--- src/cphs_pkg.sv ---
// Purpose: shared constants and types for the coprocessor handshake port
// Assumes: one clock, the core memory clock, synchronous active-high reset
// Notes:   instruction field positions follow the 32-bit instruction word
package cphs_pkg;

  localparam int          CPHS_WORD_W       = 32;
  localparam int          CPHS_CLASS_BIT    = 27;
  localparam int          CPHS_CPNUM_LSB    = 8;
  localparam int          CPHS_CPNUM_W      = 4;
  localparam int          CPHS_OP_BIT       = 4;
  localparam int          CPHS_DIR_BIT      = 20;
  localparam int          CPHS_MEM_BIT      = 25;
  localparam int          CPHS_MAX_WORDS    = 16;
  localparam logic [3:0]  CPHS_CP_ID_DEF    = 4'h4;
  localparam logic [3:0]  CPHS_CP_DEBUG     = 4'hE;
  localparam logic [4:0]  CPHS_BURST_DEF    = 5'h02;
  localparam logic [3:0]  CPHS_BUSY_DEF     = 4'h2;

  // instruction classes carried on the transfer
  typedef enum logic [2:0] {
    CPHS_CLS_NONE,
    CPHS_CLS_DATA_OP,
    CPHS_CLS_TO_CORE,
    CPHS_CLS_TO_COPROC,
    CPHS_CLS_MEM_LOAD,
    CPHS_CLS_MEM_STORE,
    CPHS_CLS_UNDEF
  } cphs_class_t;

  // decode of an instruction word into its class
  function automatic cphs_class_t cphs_decode(
    input logic [CPHS_WORD_W-1:0] instr
  );
    cphs_class_t c;
    c = CPHS_CLS_UNDEF;
    if (instr[CPHS_CLASS_BIT]) begin
      if (instr[CPHS_MEM_BIT]) begin
        if (instr[CPHS_OP_BIT])
          c = instr[CPHS_DIR_BIT] ? CPHS_CLS_TO_CORE : CPHS_CLS_TO_COPROC;
        else
          c = CPHS_CLS_DATA_OP;
      end else begin
        c = instr[CPHS_DIR_BIT] ? CPHS_CLS_MEM_LOAD : CPHS_CLS_MEM_STORE;
      end
    end
    return c;
  endfunction

endpackage

--- src/cphs_if.sv ---
// Purpose: handshake and pipeline-follow wires between core and coprocessor
// Assumes: both ends clocked by the same i_clock
// Notes:   no clocking block; the bench joins the two ends here
`timescale 1ns/10ps
`default_nettype none
interface cphs_if;
  logic        coproc_instr_strobe_n;
  logic        coproc_absent;
  logic        coproc_busy;
  logic        user_mode_n;
  logic        mem_request_n;
  logic        sequential_cycle;
  logic        write_not_read;
  logic        opcode_fetch_n;
  logic        compressed_state_flag;
  logic        wait_stall_n;
  logic [31:0] instr_data;
  logic [31:0] core_wdata;
  logic [31:0] coproc_rdata;

  modport core (
    output coproc_instr_strobe_n, user_mode_n, mem_request_n,
           sequential_cycle, write_not_read, opcode_fetch_n,
           compressed_state_flag, wait_stall_n, instr_data, core_wdata,
    input  coproc_absent, coproc_busy, coproc_rdata
  );
  modport coproc (
    input  coproc_instr_strobe_n, user_mode_n, mem_request_n,
           sequential_cycle, write_not_read, opcode_fetch_n,
           compressed_state_flag, wait_stall_n, instr_data, core_wdata,
    output coproc_absent, coproc_busy, coproc_rdata
  );
endinterface
`default_nettype wire

--- src/cphs_coproc_end.sv ---
// Purpose: coprocessor end of the handshake port with pipeline follower
// Assumes: instruction word valid the cycle after opcode fetch and request are low
// Notes:   busy-wait length and burst length are parameters
`timescale 1ns/10ps
`default_nettype none
//
// Function
// [RULE_01] core drops busy-waited instruction on interrupt
// [RULE_02] coprocessor abandons too when strobe rises
// [RULE_03] busy-wait actions repeatable, commit after execute
// [RULE_04] abandoned instruction retried; interleaving tolerated
// [RULE_05] register moves core bank to coprocessor bank
// [RULE_06] data operations move nothing across
// [RULE_07] memory transfers at most sixteen words advised
// [RULE_08] 32-bit instruction and transfer paths
// [RULE_09] read/write selects registered on falling edge; here registered on the rising edge of i_clock
// [RULE_10] strobe fans out; absent, busy ANDed
// [RULE_11] multiplex coprocessor output data
// [RULE_12] no coprocessor: absent and busy tied high
// [RULE_13] core treats undefined like coprocessor instruction
// [RULE_14] undefined instruction gets absent response
// [RULE_15] bit 27 splits undefined from coprocessor
// [RULE_16] compressed state: absent, busy high, ignore
// [RULE_17] mode identifier low user, high privileged
// [RULE_18] sample mode identifier with instruction fetch
// [RULE_19] user access to privileged op: absent
// [RULE_20] absent/busy response encoding
// [RULE_21] strobe low commits conditioned Execute instruction
// [RULE_22] follower loads only after qualifying fetch cycle
module cphs_coproc_end
  import cphs_pkg::*;
#(
  parameter logic [3:0] CP_ID      = CPHS_CP_ID_DEF,
  parameter logic [3:0] BUSY_TICKS = CPHS_BUSY_DEF,
  parameter logic [4:0] BURST      = CPHS_BURST_DEF,
  parameter bit         PRIV_ONLY  = 1'b1
)(
  input  wire logic        i_clock,
  input  wire logic        i_rst,
  input  wire logic        i_present,
  output logic             o_read_path_select,
  output logic             o_write_path_select,
  output logic             o_commit,
  output logic [2:0]       o_class,
  output logic [31:0]      o_reg_value,
  cphs_if.coproc           cp
);

  // ************************************************************
  // state
  // ************************************************************
  typedef struct packed {
    logic [31:0] fetch;
    logic        fetch_priv;
    logic        prev_fetch;
    logic [31:0] dec;
    logic        dec_priv;
    logic        dec_valid;
    logic        absent;
    logic        busy;
    logic [3:0]  wait_cnt;
    logic [4:0]  words;
    logic        rsel;
    logic        wsel;
    logic        commit;
    logic [2:0]  cls;
    logic [31:0] cpreg;
    logic [31:0] rdata;
  } cphs_cp_t;

  cphs_cp_t    s_reg;
  cphs_cp_t    s_next;
  cphs_class_t dcls;
  logic        mine;
  logic        fetch_now;

  // ************************************************************
  // follower and handshake
  // ************************************************************
  always_comb begin
    s_next    = s_reg;
    s_next.commit = 1'b0;
    fetch_now = ~cp.opcode_fetch_n & ~cp.mem_request_n &
                ~cp.compressed_state_flag;
    dcls = cphs_decode(s_reg.dec);                       // [RULE_15]
    mine = s_reg.dec_valid & i_present &
           (s_reg.dec[CPHS_CPNUM_LSB +: CPHS_CPNUM_W] == CP_ID) &
           (dcls != CPHS_CLS_UNDEF);                     // [RULE_14]
    // unidirectional bus path selects [RULE_09]
    s_next.rsel = cp.mem_request_n & cp.sequential_cycle & ~cp.write_not_read;
    s_next.wsel = cp.mem_request_n & cp.sequential_cycle & cp.write_not_read;
    if (cp.wait_stall_n) begin
      s_next.prev_fetch = fetch_now;
      if (s_reg.prev_fetch) begin                        // [RULE_22]
        s_next.fetch      = cp.instr_data;
        s_next.fetch_priv = cp.user_mode_n;              // [RULE_18]
        // the fetched word goes straight to decode; one word at a time
        s_next.dec        = cp.instr_data;
        s_next.dec_priv   = cp.user_mode_n;              // [RULE_18]
        s_next.dec_valid  = 1'b1;
        s_next.wait_cnt   = BUSY_TICKS;
        s_next.words      = BURST;
      end
      // default answer is absent [RULE_12] [RULE_14]
      s_next.absent = 1'b1;
      s_next.busy   = 1'b1;
      if (cp.compressed_state_flag) begin
        s_next.dec_valid = 1'b0;                         // [RULE_16]
      end else if (mine && PRIV_ONLY && !s_reg.dec_priv) begin
        s_next.absent = 1'b1;                            // [RULE_19]
      end else if (mine) begin
        s_next.absent = 1'b0;                            // [RULE_20]
        s_next.busy   = (s_reg.wait_cnt != 4'h0);
        // count down only as a repeatable probe; no state altered [RULE_03]
        if (!cp.coproc_instr_strobe_n && s_reg.wait_cnt != 4'h0)
          s_next.wait_cnt = s_reg.wait_cnt - 4'h1;
        if (!cp.coproc_instr_strobe_n && s_reg.busy && s_reg.wait_cnt == 4'h0
            && !s_reg.absent) begin
          // committed: now architectural state may change [RULE_03]
          s_next.commit    = 1'b1;
          s_next.cls       = dcls;
          s_next.dec_valid = 1'b0;
          s_next.busy      = 1'b0;
          case (dcls)
            CPHS_CLS_TO_COPROC: s_next.cpreg = cp.core_wdata;   // [RULE_05]
            CPHS_CLS_TO_CORE:   s_next.rdata = s_reg.cpreg;     // [RULE_05]
            CPHS_CLS_DATA_OP:   s_next.cpreg = ~s_reg.cpreg;    // [RULE_06]
            CPHS_CLS_MEM_LOAD,
            CPHS_CLS_MEM_STORE: begin
              // burst held to the advised sixteen words [RULE_07]
              if (s_reg.words > 5'(CPHS_MAX_WORDS))
                s_next.words = 5'(CPHS_MAX_WORDS);
            end
            default: s_next.cls = s_reg.cls;
          endcase
        end
      end
      // strobe high while busy-waiting: core gave up [RULE_02]
      if (mine && cp.coproc_instr_strobe_n && s_reg.wait_cnt != BUSY_TICKS
          && s_reg.busy && !s_reg.absent) begin
        s_next.dec_valid = 1'b0;
        s_next.wait_cnt  = BUSY_TICKS;                   // [RULE_04]
      end
    end
  end

  always_ff @(posedge i_clock) begin
    if (i_rst) begin
      s_reg        <= '0;
      s_reg.absent <= 1'b1;
      s_reg.busy   <= 1'b1;
    end else begin
      s_reg <= s_next;
    end
  end

  // ************************************************************
  // outputs; several ends are ANDed / muxed outside [RULE_10] [RULE_11]
  // ************************************************************
  assign cp.coproc_absent  = s_reg.absent;
  assign cp.coproc_busy    = s_reg.busy;
  assign cp.coproc_rdata   = s_reg.rdata;                // [RULE_08]
  assign o_read_path_select  = s_reg.rsel;
  assign o_write_path_select = s_reg.wsel;
  assign o_commit            = s_reg.commit;
  assign o_class             = s_reg.cls;
  assign o_reg_value         = s_reg.cpreg;

endmodule
`default_nettype wire

--- src/flat_wrapper.sv ---
// flat-port wrapper written by rule: the top's interface ports become plain ports
module cphs_coproc_end_flat import cphs_pkg::*;
#(
  parameter logic [3:0] CP_ID      = CPHS_CP_ID_DEF,
  parameter logic [3:0] BUSY_TICKS = CPHS_BUSY_DEF,
  parameter logic [4:0] BURST      = CPHS_BURST_DEF,
  parameter bit         PRIV_ONLY  = 1'b1
)
  (i_clock, i_rst, i_present, o_read_path_select, o_write_path_select, o_commit, o_class, o_reg_value, cp_coproc_instr_strobe_n, cp_user_mode_n, cp_mem_request_n, cp_sequential_cycle, cp_write_not_read, cp_opcode_fetch_n, cp_compressed_state_flag, cp_wait_stall_n, cp_instr_data, cp_core_wdata, cp_coproc_absent, cp_coproc_busy, cp_coproc_rdata);
  cphs_if cp_i ();
  input  wire logic i_clock;
  input  wire logic i_rst;
  input  wire logic i_present;
  output logic o_read_path_select;
  output logic o_write_path_select;
  output logic o_commit;
  output logic [2:0] o_class;
  output logic [31:0] o_reg_value;
  input wire logic [$bits(cp_i.coproc_instr_strobe_n)-1:0] cp_coproc_instr_strobe_n;
  input wire logic [$bits(cp_i.user_mode_n)-1:0] cp_user_mode_n;
  input wire logic [$bits(cp_i.mem_request_n)-1:0] cp_mem_request_n;
  input wire logic [$bits(cp_i.sequential_cycle)-1:0] cp_sequential_cycle;
  input wire logic [$bits(cp_i.write_not_read)-1:0] cp_write_not_read;
  input wire logic [$bits(cp_i.opcode_fetch_n)-1:0] cp_opcode_fetch_n;
  input wire logic [$bits(cp_i.compressed_state_flag)-1:0] cp_compressed_state_flag;
  input wire logic [$bits(cp_i.wait_stall_n)-1:0] cp_wait_stall_n;
  input wire logic [$bits(cp_i.instr_data)-1:0] cp_instr_data;
  input wire logic [$bits(cp_i.core_wdata)-1:0] cp_core_wdata;
  output wire logic [$bits(cp_i.coproc_absent)-1:0] cp_coproc_absent;
  output wire logic [$bits(cp_i.coproc_busy)-1:0] cp_coproc_busy;
  output wire logic [$bits(cp_i.coproc_rdata)-1:0] cp_coproc_rdata;
  assign cp_i.coproc_instr_strobe_n = cp_coproc_instr_strobe_n;
  assign cp_i.user_mode_n = cp_user_mode_n;
  assign cp_i.mem_request_n = cp_mem_request_n;
  assign cp_i.sequential_cycle = cp_sequential_cycle;
  assign cp_i.write_not_read = cp_write_not_read;
  assign cp_i.opcode_fetch_n = cp_opcode_fetch_n;
  assign cp_i.compressed_state_flag = cp_compressed_state_flag;
  assign cp_i.wait_stall_n = cp_wait_stall_n;
  assign cp_i.instr_data = cp_instr_data;
  assign cp_i.core_wdata = cp_core_wdata;
  assign cp_coproc_absent = cp_i.coproc_absent;
  assign cp_coproc_busy = cp_i.coproc_busy;
  assign cp_coproc_rdata = cp_i.coproc_rdata;
  cphs_coproc_end #(.CP_ID(CP_ID), .BUSY_TICKS(BUSY_TICKS), .BURST(BURST), .PRIV_ONLY(PRIV_ONLY)) u_core (.i_clock(i_clock), .i_rst(i_rst), .i_present(i_present), .o_read_path_select(o_read_path_select), .o_write_path_select(o_write_path_select), .o_commit(o_commit), .o_class(o_class), .o_reg_value(o_reg_value), .cp(cp_i));
endmodule
--- config.mk ---
export PLATFORM = sky130hd
export DESIGN_NAME = cphs_coproc_end_flat
export DESIGN_NICKNAME = d
export VERILOG_FILES = /design/src/cphs_pkg.sv /design/src/cphs_if.sv /design/src/cphs_coproc_end.sv /design/src/flat_wrapper.sv
export SDC_FILE = /design/constraint.sdc
export NUM_CORES = 1
export LEC_CHECK = 0
export BUFFER_PORTS_ARGS = -buffer_cell sky130_fd_sc_hd__buf_2
export CAP_MARGIN = 20
export CORE_ASPECT_RATIO = 0.6
export CORE_MARGIN = 2
export CORE_UTILIZATION = 50
export DETAILED_ROUTE_END_ITERATION = 8
export GPL_TIMING_DRIVEN = 1
export PLACE_DENSITY = 0.74
export SLEW_MARGIN = 5
export SYNTH_ARGS = -nofsm -noshare
export SYNTH_HDL_FRONTEND = slang
export SYNTH_SLANG_ARGS = --single-unit
--- constraint.sdc ---
create_clock -name i_clock -period 2.1 [get_ports i_clock]
set_input_delay 0.21 -clock i_clock [delete_from_list [all_inputs] [get_ports i_clock]]
set_output_delay 0.21 -clock i_clock [all_outputs]
set_load 0.03 [all_outputs]
==> summary.txt <==
Setup path
  – Cells along the critical path: nor4b_4 -> nand4_2 -> buf_6 -> or4_1 -> a31oi_1
  – Critical Path Start Type: flop
  – Critical Path End Type: flop
  – Slowest stage delay, CP: 500 ps
  – R2R depth: 5
  – Worst Path Arrival: 2250 ps
  – Slowest CP cell: or4_1
  – Reg-to-Reg Start: u_core.cp.coproc_absent
  – Req. time, crit path: 2360 ps
  – Worst setup startpoint: u_core.cp.coproc_absent
  – Crit-path max FO: 50
  – Kind of critical path: flop to flop

Timing
  – Setup Viol. Count Final: 0
  – F_max: 503 MHz
  – Fin worst setup slack: 112 ps
  – Setup TNS Final: 0 ps
  – Fin crit share: 94.7%
  – Final Hold Fails: 0
  – RSZ-0062 raised after global routing: true
  – Worst-Margin Slew: 651 ps
  – Max Slew Vio Count: 0
  – Slew HR: 56.5%
  – Setup Skew: 3.41 ps
  – Fin crit period: 1990 ps

CTS
  – CTS root buffer: clkbuf_16
  – Clock slew at reported path FFs: 60 ps
  – CTS tree: done
  – CTS Hold Bufs: 0
  – Sink Count: 87
  – Clock Latency Late Sink: 340 ps
  – CTS max path bufs: 2
  – CTS Buf Count: 9
  – Htree depth: 3

Placement
  – Inst Count DP: 723
  – RePlAce Congestion: 0.947
  – Post-DP HPWL: 8.48 mm
  – Port-buffer cells: 122
  – Worst slack at placement: -166 ps

Power
  – PwrDens: 668 nW/um2
  – Leak Pwr: 2.10 nW
  – Worst VDD drop: 0.000441 V

Flow run
  – MaxCap Viol Count: 0

Route
  – Drt drc: 0
  – Wire per inst: 17.9 um
  – Final wirelength: 13.3 mm
  – Routed vias: 4565
  – Via density: 6.15
  – DRT Pass-1 Iters: 7
  – ANT nets after route: 0
  – Initial DRC count: 494

Status
  – Outcome: finished, final reports clean

Cells and area
  – Layout area overhead: 13.1%
  – Utilization after layout: 58.2%
  – Antenna diode count: 0
  – # nets final: 684
  – Layout cell share with drive strength beyond 1: 28.6%
  – Filler Cell Count: 845
  – Fin cells: 742

Floorplanning
  – IO Count: 147
  – Die H: 79.3 um
  – Die Area: 10300 um2
  – Die W: 130 um
  – Rows: 27
  – Starting Density: 51.5%
  – Core ar.: 9190 um2

GRT
  – Initial antenna violation count: 0
  – First-pass GRT wire length: 20.9 mm
  – Pin count of the biggest net entering global routing: 51
  – Vias in the first global route: 4144
  – Total GRT Usage: 25.6%
  – GRT overflow: 0
  – Met3 usage: 7.55%
  – GR Util met2: 39.1%
  – Met1 global-route usage: 35.2%
  – Gr busiest metal: met2

Yosys
  – Synth Register Bits: 87
  – Top FF cell, synth: dfxtp_1
  – Seq/Total Area, Yosys: 36.8%
  – EDFF count, synth: 0
  – Post-synth ARST share: 0%
  – Synth unique cells: 46
  – Syn Nets: 652
  – Ys Warns: 0
  – Synth Area per Inst: 8.23 um2
  – Post-synthesis cell count: 575
  – Mapped cell area: 4730 um2

Worst hold path
  – Cell count of the worst hold path: 2
  – Hold path startpoint: cp_write_not_read
  – Worst Hold Class: input pin to flop
## worst paths after layout
path | endpoint | slack, ps
max | u_core.o_reg_value[2] | 110
min reg2reg | u_core.cp.coproc_rdata[28] | 470
max reg2reg | u_core.o_reg_value[2] | 110
min | u_core.o_read_path_select | 40
## metrics by stage
step | total power, W | instance area [um2] | hold WS (ps)
final | 0.00357 | 5350 | 39.7
after floorplan | 0.00177 | 4730 | 287
after CTS | 0.00360 | 5300 | 29.5
after detailed placement | 0.00185 | 4970 | 392
after global routing | 0.00367 | 5350 | 42.8
after global placement | 0.00185 | 4970 | 384
## repair_timing
action,in CTS,in global routing
gates resized for setup,1,3
buffers inserted,0,2
endpoints found under the hold margin,0,0
setup endpoints to repair,25,16
pin swaps,0,3
cloned,0,1
## area by class of cell
type	instances	area (um2)	area share [%]
Clock buffer	13	260	4.87
Clock inverter	3	65.1	1.22
Inverter	32	120	2.25
Multi-Input combinational cell	331	2130	39.8
Sequential cell	87	1740	32.6
Tap cell	130	163	3.04
Timing Repair Buffer	146	866	16.2
## cell usage in the layout (no fill, tap or decap), types with 3 or more instances in the layout
| master | instances |
|---|---|
| nand4_1 | 33 |
| or3b_1 | 3 |
| inv_1 | 31 |
| buf_2 | 122 |
| nand2_1 | 24 |
| a41oi_1 | 7 |
| a31oi_1 | 33 |
| nor3b_1 | 3 |
| nor3_1 | 5 |
| buf_4 | 17 |
| o31ai_1 | 32 |
| a21oi_1 | 49 |
| nor2_1 | 7 |
| o21ai_0 | 61 |
| dfxtp_1 | 85 |
| or4_1 | 7 |
| a311oi_1 | 25 |
| buf_12 | 4 |
| clkbuf_16 | 10 |
| and3_1 | 7 |
## Yosys cell counts (2+ instances only)
master    count  share of area [%]
dfxtp_1      87                 37
buf_4        70                 11
o21ai_0      61                6.5
a21oi_1      49                5.2
clkbuf_1     41                3.3
a31oi_1      33                4.4
nand4_1      33                4.4
o31ai_1      32                5.1
inv_1        31                2.5
a311oi_1     25                4.6
nand2_1      24                1.9
buf_2        13                1.4
and3_1        8                1.1
nor2_1        8               0.63
a41oi_1       7                1.3
or4_1         7                1.1
nor3_1        5               0.53
nor3b_1       3               0.48
or3b_1        3               0.56
a22oi_1       2               0.32
a32oi_1       2               0.37
ha_1          2               0.53
mux2_2        2               0.48
nand3_1       2               0.21
nor2b_1       2               0.26
nor4_1        2               0.26
nor4b_4       2                1.0
## metal layers
metal	up-vias	share of wire, %
met2	236	44
li1	2150	-
met3	12	9.6
met1	2167	46
met5	-	0
met4	0	0.79
## cells by family after synthesis
| logic type | count (synthesis) | synth area share (%) |
|---|---|---|
| AND/OR/NAND/NOR | 109 | 14.4 |
| adder cells (fa/ha/maj) | 2 | 0.529 |
| buffers and inverters | 157 | 18.5 |
| flip-flops | 87 | 36.8 |
| multiplexers | 2 | 0.476 |
| AO/OA/AOI/OAI | 218 | 29.2 |
## worst max-delay path, delay by kind of cell, from the launching register on
| family | cells | cell delay [ps] |
|---|---|---|
| compound gates | 1 | 170 |
| buf+inv | 1 | 270 |
| flops | 1 | 370 |
| simple gates | 3 | 1080 |
## power by group
part,total (W),leakage (nW),switching [W],internal (W)
registers,0.00166,0.702,0.00000788,0.00166
logic,0.000154,1.24,0.0000913,0.0000628
clock network,0.00176,0.160,0.000650,0.00111
No activity file was read; power rests on OpenSTA's default activity.
